$ cat config.mk
export PLATFORM = sky130hd
export DESIGN_NAME = flash_write_guard_status_poll
export DESIGN_NICKNAME = d
export VERILOG_FILES = /design/src/common/flash_host_pkg.sv /design/src/flash_write_guard_status_poll.sv
export SDC_FILE = /design/constraint.sdc
export NUM_CORES = 1
export LEC_CHECK = 0
export ABC_AREA = 1
export BUFFER_PORTS_ARGS = -buffer_cell sky130_fd_sc_hd__buf_2
export CAP_MARGIN = 20
export CELL_PAD_IN_SITES_DETAIL_PLACEMENT = 0
export CELL_PAD_IN_SITES_GLOBAL_PLACEMENT = 1
export CORE_ASPECT_RATIO = 1.25
export CORE_MARGIN = 1
export CORE_UTILIZATION = 40
export CTS_CLUSTER_SIZE = 28
export DETAILED_ROUTE_END_ITERATION = 7
export PLACE_DENSITY_LB_ADDON = 0.1
export SLEW_MARGIN = 20
export SYNTH_ARGS = -nofsm -noshare
export SYNTH_HDL_FRONTEND = slang
export SYNTH_SLANG_ARGS = --single-unit
$ cat constraint.sdc
create_clock -name CLOCK_I -period 5.3 [get_ports CLOCK_I]
set_input_delay 0.53 -clock CLOCK_I [delete_from_list [all_inputs] [get_ports CLOCK_I]]
set_output_delay 0.53 -clock CLOCK_I [all_outputs]
set_load 0.01 [all_outputs]
$ cat src/common/flash_host_pkg.sv
// Constants, types and command tables for the flash host sequencer
package flash_host_pkg;

    localparam int CLK_PERIOD_NS = 10;
    // Least write strobe low time; rounded up to whole cycles
    localparam int T_WE_LOW_NS   = 50;
    localparam int WE_LOW_CYCLES =
        (T_WE_LOW_NS + CLK_PERIOD_NS - 1) / CLK_PERIOD_NS;
    // Least wait from read enable to valid data; rounded up
    localparam int T_ACCESS_NS   = 120;
    localparam int ACCESS_CYCLES =
        (T_ACCESS_NS + CLK_PERIOD_NS - 1) / CLK_PERIOD_NS;
    localparam int SYNC_STAGES   = 2;

    localparam logic [4:0] WE_LAST   = 5'(WE_LOW_CYCLES - 1);
    localparam logic [4:0] READ_LAST = 5'(ACCESS_CYCLES + SYNC_STAGES - 1);

    localparam int ADDR_W = 17;
    localparam int LANES  = 4;

    localparam logic [7:0] CODE_UNLOCK1      = 8'hAA;
    localparam logic [7:0] CODE_UNLOCK2      = 8'h55;
    localparam logic [7:0] CODE_PROGRAM      = 8'hA0;
    localparam logic [7:0] CODE_ERASE_SETUP  = 8'h80;
    localparam logic [7:0] CODE_CHIP_ERASE   = 8'h10;
    localparam logic [7:0] CODE_SECTOR_ERASE = 8'h30;
    localparam logic [7:0] CODE_RESET        = 8'hF0;

    localparam logic [16:0] ADDR_UNLOCK1 = 17'h05555;
    localparam logic [16:0] ADDR_UNLOCK2 = 17'h02AAA;
    localparam logic [16:0] ADDR_ANY     = 17'h00000;

    // Status bit positions inside each byte lane
    localparam int BIT_POLL    = 7;
    localparam int BIT_TOGGLE  = 6;
    localparam int BIT_TIMEOUT = 5;

    localparam logic [2:0] LAST_PROGRAM = 3'h3;
    localparam logic [2:0] LAST_ERASE   = 3'h5;
    localparam logic [2:0] LAST_RESET   = 3'h0;

    typedef enum logic [1:0] {
        CMD_PROGRAM,
        CMD_SECTOR_ERASE,
        CMD_CHIP_ERASE,
        CMD_RESET
    } cmd_type;

    typedef enum logic [1:0] {
        WIDTH_8,
        WIDTH_16,
        WIDTH_32
    } width_type;

    typedef struct packed {
        logic [16:0] address;
        logic [7:0]  code;
        logic        use_data;
    } step_type;

    typedef struct packed {
        cmd_type     cmd;
        width_type   width;
        logic        use_toggle;
        logic [16:0] address;
        logic [31:0] data;
    } request_type;

    function automatic logic [3:0] lane_mask(width_type w);
        if (w == WIDTH_8) begin
            return 4'h1;
        end else if (w == WIDTH_16) begin
            return 4'h3;
        end
        return 4'hF;
    endfunction

    function automatic logic [2:0] last_step(cmd_type c);
        if (c == CMD_PROGRAM) begin
            return LAST_PROGRAM;
        end else if (c == CMD_RESET) begin
            return LAST_RESET;
        end
        return LAST_ERASE;
    endfunction

    function automatic step_type step_of(cmd_type c, logic [2:0] idx,
                                         logic [16:0] target);
        step_type s;
        s = '{address: ADDR_UNLOCK1, code: CODE_UNLOCK1, use_data: 1'b0};
        if (c == CMD_RESET) begin
            s.address = ADDR_ANY;
            s.code    = CODE_RESET;
        end else if (idx == 3'h1 || idx == 3'h4) begin
            s.address = ADDR_UNLOCK2;
            s.code    = CODE_UNLOCK2;
        end else if (idx == 3'h2) begin
            s.code = (c == CMD_PROGRAM) ? CODE_PROGRAM : CODE_ERASE_SETUP;
        end else if (idx == 3'h3 && c == CMD_PROGRAM) begin
            s.address  = target;
            s.use_data = 1'b1;
        end else if (idx == 3'h5) begin
            s.address = (c == CMD_SECTOR_ERASE) ? target : ADDR_UNLOCK1;
            s.code    = (c == CMD_SECTOR_ERASE) ? CODE_SECTOR_ERASE
                                                : CODE_CHIP_ERASE;
        end
        return s;
    endfunction

endpackage

$ cat src/flash_write_guard_status_poll.sv
// Host sequencer issuing flash commands and polling for completion
`timescale 1ns/100ps

// Operation
// - Write only with selects, strobes low, read high
// - Program codes on every active byte lane
// - Erase command bytes on every active lane
// - Poll program address, sector, or any address
// - Recheck polling bit after timeout flag seen
// - Recheck toggle bit after timeout flag seen
// - Issue reset sequence after timeout failure
module flash_write_guard_status_poll (
    input  wire logic        CLOCK_I,
    input  wire logic        RESET_I,
    input  wire logic        START_I,
    input  wire logic [1:0]  CMD_I,
    input  wire logic [1:0]  WIDTH_I,
    input  wire logic        USE_TOGGLE_I,
    input  wire logic [16:0] ADDR_I,
    input  wire logic [31:0] DATA_I,
    output logic             BUSY_O,
    output logic             DONE_O,
    output logic             FAIL_O,
    output logic [3:0]       LANE_SELECT_N_O,
    output logic [3:0]       LANE_WRITE_STROBE_N_O,
    output logic             READ_ENABLE_N_O,
    output logic [16:0]      ADDRESS_O,
    output logic [31:0]      DQ_O,
    output logic             DQ_OE_O,
    input  wire logic [31:0] DQ_I
);

    typedef enum {
        ST_IDLE,
        ST_WR_SETUP,
        ST_WR_LOW,
        ST_WR_HOLD,
        ST_RD_WAIT,
        ST_EVAL
    } state_type;

    state_type                  state;
    flash_host_pkg::request_type req;
    flash_host_pkg::cmd_type    active_cmd;
    flash_host_pkg::step_type   next_step;
    logic [2:0]                 step;
    logic [4:0]                 count;
    logic                       failing;
    logic                       recheck;
    logic                       have_prev;
    logic [31:0]                dq_meta;
    logic [31:0]                dq_sync;
    logic [31:0]                rd_data;
    logic [31:0]                prev_data;
    logic [3:0]                 mask;
    logic [3:0]                 lane_done;
    logic [3:0]                 lane_tmo;
    logic                       all_done;
    logic                       any_tmo;
    logic [16:0]                poll_target_address;
    logic                       seq_end;

    assign mask      = flash_host_pkg::lane_mask(req.width);
    assign next_step = flash_host_pkg::step_of(active_cmd, step + 3'h1,
                                               req.address);
    assign seq_end   = (step == flash_host_pkg::last_step(active_cmd));

    // Chip erase may poll anywhere
    always_comb begin
        if (req.cmd == flash_host_pkg::CMD_CHIP_ERASE) begin
            poll_target_address = flash_host_pkg::ADDR_ANY;
        end else begin
            poll_target_address = req.address;
        end
    end

    // Each lane reports on its own status bits
    genvar lane;
    generate
        for (lane = 0; lane < flash_host_pkg::LANES; lane++) begin : g_lane
            logic [7:0] cur;
            logic [7:0] old;
            logic       expect_poll;
            assign cur = rd_data[8*lane +: 8];
            assign old = prev_data[8*lane +: 8];
            // Erase ends with the polling bit at one
            assign expect_poll = (req.cmd == flash_host_pkg::CMD_PROGRAM)
                ? req.data[8*lane + flash_host_pkg::BIT_POLL] : 1'b1;
            assign lane_done[lane] = !mask[lane] || (req.use_toggle
                ? (have_prev && cur[flash_host_pkg::BIT_TOGGLE]
                                == old[flash_host_pkg::BIT_TOGGLE])
                : (cur[flash_host_pkg::BIT_POLL] == expect_poll));
            assign lane_tmo[lane] = mask[lane]
                && cur[flash_host_pkg::BIT_TIMEOUT];
        end
    endgenerate

    assign all_done = &lane_done;
    assign any_tmo  = |(lane_tmo & ~lane_done);

    // Pin data crosses in through two flip-flops
    always_ff @(posedge CLOCK_I) begin
        if (RESET_I) begin
            dq_meta <= 32'h00000000;
            dq_sync <= 32'h00000000;
        end else begin
            dq_meta <= DQ_I;
            dq_sync <= dq_meta;
        end
    end

    always_ff @(posedge CLOCK_I) begin
        if (RESET_I) begin
            state                 <= ST_IDLE;
            req                   <= '0;
            active_cmd            <= flash_host_pkg::CMD_PROGRAM;
            step                  <= 3'h0;
            count                 <= 5'h00;
            failing               <= 1'b0;
            recheck               <= 1'b0;
            have_prev             <= 1'b0;
            rd_data               <= 32'h00000000;
            prev_data             <= 32'h00000000;
            LANE_SELECT_N_O       <= 4'hF;
            LANE_WRITE_STROBE_N_O <= 4'hF;
            READ_ENABLE_N_O       <= 1'b1;
            ADDRESS_O             <= 17'h00000;
            DQ_O                  <= 32'h00000000;
            DQ_OE_O               <= 1'b0;
        end else begin
            case (state)
                ST_IDLE: begin
                    if (START_I) begin
                        req.cmd        <= flash_host_pkg::cmd_type'(CMD_I);
                        req.width      <= flash_host_pkg::width_type'(WIDTH_I);
                        req.use_toggle <= USE_TOGGLE_I;
                        req.address    <= ADDR_I;
                        req.data       <= DATA_I;
                        active_cmd     <= flash_host_pkg::cmd_type'(CMD_I);
                        step           <= 3'h7;
                        failing        <= 1'b0;
                        recheck        <= 1'b0;
                        have_prev      <= 1'b0;
                        state          <= ST_WR_HOLD;
                    end
                end
                ST_WR_SETUP: begin
                    // Read stays high through every write
                    READ_ENABLE_N_O       <= 1'b1;
                    LANE_SELECT_N_O       <= ~mask;
                    LANE_WRITE_STROBE_N_O <= ~mask;
                    count                 <= 5'h00;
                    state                 <= ST_WR_LOW;
                end
                ST_WR_LOW: begin
                    count <= count + 5'h01;
                    if (count == flash_host_pkg::WE_LAST) begin
                        LANE_WRITE_STROBE_N_O <= 4'hF;
                        LANE_SELECT_N_O       <= 4'hF;
                        state                 <= ST_WR_HOLD;
                    end
                end
                ST_WR_HOLD: begin
                    // Start also lands here with step wrapped to seven
                    DQ_OE_O <= 1'b0;
                    if (step == 3'h7 || !seq_end) begin
                        step      <= step + 3'h1;
                        ADDRESS_O <= next_step.address;
                        DQ_O      <= next_step.use_data ? req.data
                                     : {4{next_step.code}};
                        DQ_OE_O   <= 1'b1;
                        state     <= ST_WR_SETUP;
                    end else if (active_cmd == flash_host_pkg::CMD_RESET) begin
                        state <= ST_IDLE;
                    end else begin
                        ADDRESS_O       <= poll_target_address;
                        LANE_SELECT_N_O <= ~mask;
                        READ_ENABLE_N_O <= 1'b0;
                        count           <= 5'h00;
                        state           <= ST_RD_WAIT;
                    end
                end
                ST_RD_WAIT: begin
                    count <= count + 5'h01;
                    if (count == flash_host_pkg::READ_LAST) begin
                        rd_data         <= dq_sync;
                        prev_data       <= rd_data;
                        // Deselect between reads so the toggle bit advances
                        LANE_SELECT_N_O <= 4'hF;
                        READ_ENABLE_N_O <= 1'b1;
                        state           <= ST_EVAL;
                    end
                end
                ST_EVAL: begin
                    have_prev <= 1'b1;
                    if (all_done) begin
                        state <= ST_IDLE;
                    end else if (recheck && have_prev) begin
                        // Still not done once the recheck reads are in
                        failing    <= 1'b1;
                        active_cmd <= flash_host_pkg::CMD_RESET;
                        step       <= 3'h7;
                        state      <= ST_WR_HOLD;
                    end else begin
                        recheck         <= recheck || any_tmo;
                        // Toggle state needs two reads after the flag
                        if (any_tmo && !recheck && req.use_toggle) begin
                            have_prev <= 1'b0;
                        end
                        ADDRESS_O       <= poll_target_address;
                        LANE_SELECT_N_O <= ~mask;
                        READ_ENABLE_N_O <= 1'b0;
                        count           <= 5'h00;
                        state           <= ST_RD_WAIT;
                    end
                end
                default: begin
                    state <= ST_IDLE;
                end
            endcase
        end
    end

    always_ff @(posedge CLOCK_I) begin
        if (RESET_I) begin
            BUSY_O <= 1'b0;
            DONE_O <= 1'b0;
            FAIL_O <= 1'b0;
        end else begin
            DONE_O <= 1'b0;
            if (state == ST_IDLE && START_I) begin
                BUSY_O <= 1'b1;
                FAIL_O <= 1'b0;
            end else if (state == ST_EVAL && all_done) begin
                BUSY_O <= 1'b0;
                DONE_O <= 1'b1;
            end else if (state == ST_WR_HOLD && step != 3'h7 && seq_end
                         && active_cmd == flash_host_pkg::CMD_RESET) begin
                BUSY_O <= 1'b0;
                DONE_O <= 1'b1;
                FAIL_O <= failing;
            end
        end
    end

endmodule // flash_write_guard_status_poll

==> flow_summary.yaml <==
worst_setup_path:
  start_kind: "flip-flop"
  path_max_fanout: 34
  setup.worst_path.class: "flip-flop to flip-flop"
  cp.arrival_ns: 3.54
  endpoint_kind: "flip-flop"
  rrSetupSlack_ns: 2.02
  worst_ep_required_time_ns: 5.57
logic_synthesis:
  yosysWarnings: 0
  synth_compound_gate_area_share: 0.1740
  yosys.area.top_type: "dfxtp_1"
  synth_most_common_cell: "nand2_1"
  synth-edff-count: 0
  synth_top_area_share: 0.4612
  synth.top_cells.by_count: "nand2_1, dfxtp_1, inv_1, a21oi_1, nor2_1"
  syn_area_per_cell_um2: 7.439
  synth_cell_types: 41
  ys_async_sr_fraction: 0
  synth-xor-area-share: 0.001187
  yosysSeqAreaShare: 0.4612
  synth_cells: 992
  synth_area_um2: 7380
  synth_top_family_by_area: "simple AND/OR/NAND/NOR gates"
  synth_flop_cell: "dfxtp_1"
  synth_area_leaders: "dfxtp_1, nand2_1, a21oi_1, inv_1, nand3_1"
  yosys.area_share.simple: 0.2419
  ys_ff_latch: 170
  synthMuxAreaShare: 0
  yosys.area_share.adder: 0.01865
  synth.net_count: 1092
cts:
  clkLatencyLatePin_ns: 0.43
  ctsHoldBuffers: 0
  cts_tree: "built"
  cts.clk_slew.worst_paths_ns: 0.06
  numCtsBuffers: 17
  root_buffer: "clkbuf_16"
  cts_resized: 0
  h-tree-depth: 4
  cts.path.max_buffers: 2
  cts_setup_buffers: 0
  cts_sinks: 170
place:
  dpl_cell_area_um2: 8080
  dp_hpwl_um: 12740
  place.gp.congestion: 0.8014
  port_buffers: 130
routing:
  vias: 6450
  first_iter_violations: 356
  totalWireLength_um: 19390
  via_per_inst: 4.846
  antenna_left: 0
  wl_per_cell_um: 14.57
  dr.pass1.iters: 5
  remaining_drc_errors: 0
sta:
  worst_slew_pin_slew_ns: 1.025
  holdWs_ns: 0.2968
  drv_slew: 0
  rsz0062_at_grt: "no"
  tns_ns: 0
  skew_ns: 0.008450
  fmax_ghz: 0.3051
  fin_crit_ns: 3.278
  slew-limit-headroom: 0.3165
  finalCritPeriodShare: 0.6184
  setup_viol: 0
  hold_viol: 0
floorplan:
  io_pins: 151
  start_util: 0.4077
  fp.dieArea_um2: 19000
  core_um2: 18100
  die_h_um: 153.9
  die_w_um: 123.5
  rows: 55
global_route:
  grt_start_max_net_pins: 75
  track_usage: 0.2147
  grt-ovfl-total: 0
  grt_pass1_wl_um: 31030
  grt_pass1_vias: 5955
  antenna_found_initial: 0
run_status:
  status: "complete, no violations"
cells_and_area:
  utilization: 0.4796
  area_growth_pct: 17.62
  final_cell_area_um2: 8680
  fill_cells: 1873
  drive_gt1_frac: 0.1850
  multiInputGateArea_um2: 3216
  nets: 1192
  seq_area_um2: 3403
  diodes: 0
pwr:
  p_leak_nw: 3.938
  powerDensity_nw_per_um2: 518.7
  ir_worst_vdd_v: 0.0002535
min_path:
  holdCritPathClass: "primary input to flip-flop"
job:
  cap_violations: 0
[sequential cells by signal, indices dropped and copies added (netlist names), 2 cells and up]
signal and flops:
state 3, dq_sync 12, LANE_SELECT_N_O 3, count 5, dq_meta 12, active_cmd 2
rd_data 12, req 54, step 3, DQ_O 32, ADDRESS_O 17, prev_data 4
LANE_WRITE_STROBE_N_O 3
[cell type report]
type                    instances  share of cell area
multi-input cells             640              0.3705
flip-flops and latches        170              0.3921
well taps                     228             0.03287
repair buffers                137             0.08101
inverters                     126             0.05449
clock inverters                 9             0.01600
clock buffers                  21             0.05305
[stage by stage]
| stage | power [mW] | cells | setup slack (ns) |
|---|---|---|---|
| 6_report | 4.502 | 1331 | 2.022 |
| 5_1_grt | 4.821 | 1331 | 1.709 |
| 4_1_cts | 4.546 | 1331 | 1.982 |
| 3_5_place_dp | 3.263 | 1301 | 1.988 |
| 3_3_place_gp | 3.259 | 1301 | 2.013 |
| 2_1_floorplan | 2.830 | 992 | 3.152 |
[worst paths after layout]
check | from | endpoint | cells past startpoint
worst min-delay path | DQ_I[14] | dq_meta[14] | 3
worst max register to register | active_cmd[0] | DQ_O[24] | 10
worst max-delay path | active_cmd[0] | DQ_O[24] | 10
worst min register to register | dq_meta[29] | dq_sync[29] | 2
[where the power goes]
part,switching (mW),internal (mW),total [mW]
logic,1.05,0.526,1.58
registers,0.139,1.51,1.65
clock network,0.514,0.765,1.28
total,1.70,2.80,4.50
[cells by family after synthesis]
group / count (synthesis)
simple gates: 395
compound gates: 233
buf+inv: 182
flops: 170
fa+ha+maj: 11
xor+xnor: 1
[routing by layer]
metal	global-route usage	wire, um
met2	0.3546	9443
met5	0	0
met1	0.2704	8786
met4	0.07688	333
met3	0.04896	829
[worst max-delay path, stage by stage (launching register included)]
cell and delay, ns:
dfxtp_1 0.35, ha_1 0.44, nand2_1 0.10, nand2_1 0.09, nor2_2 0.05, nand3_4 0.10, inv_1 0.08, nor2_4 0.60
inv_2 0.28, a21oi_1 0.86, a21oi_1 0.14
[cells in the final DEF, fill, tap and decap left out, types with 2 or more instances in the layout]
| master | count |
|---|---|
| nand3_1 | 78 |
| o21bai_1 | 7 |
| buf_4 | 7 |
| a211oi_1 | 2 |
| clkinv_1 | 2 |
| clkbuf_8 | 2 |
| dfxtp_1 | 170 |
| a21oi_2 | 8 |
| a21oi_1 | 110 |
| clkinvlp_4 | 3 |
| nor3_1 | 2 |
| o21ai_0 | 75 |
| a211o_1 | 2 |
| bufinv_16 | 3 |
| nor2_4 | 4 |
| clkbuf_1 | 2 |
| inv_2 | 6 |
| nand2_1 | 183 |
| nor2_8 | 2 |
| nand4_1 | 8 |
| nand3_4 | 3 |
| inv_6 | 2 |
| ha_1 | 11 |
| clkbuf_16 | 17 |
| nor2_2 | 2 |
| nor2_1 | 99 |
| nand2_2 | 6 |
| buf_2 | 130 |
| o22ai_1 | 7 |
| a31oi_1 | 17 |
| inv_1 | 118 |
Power figures use the tool's default switching activity.
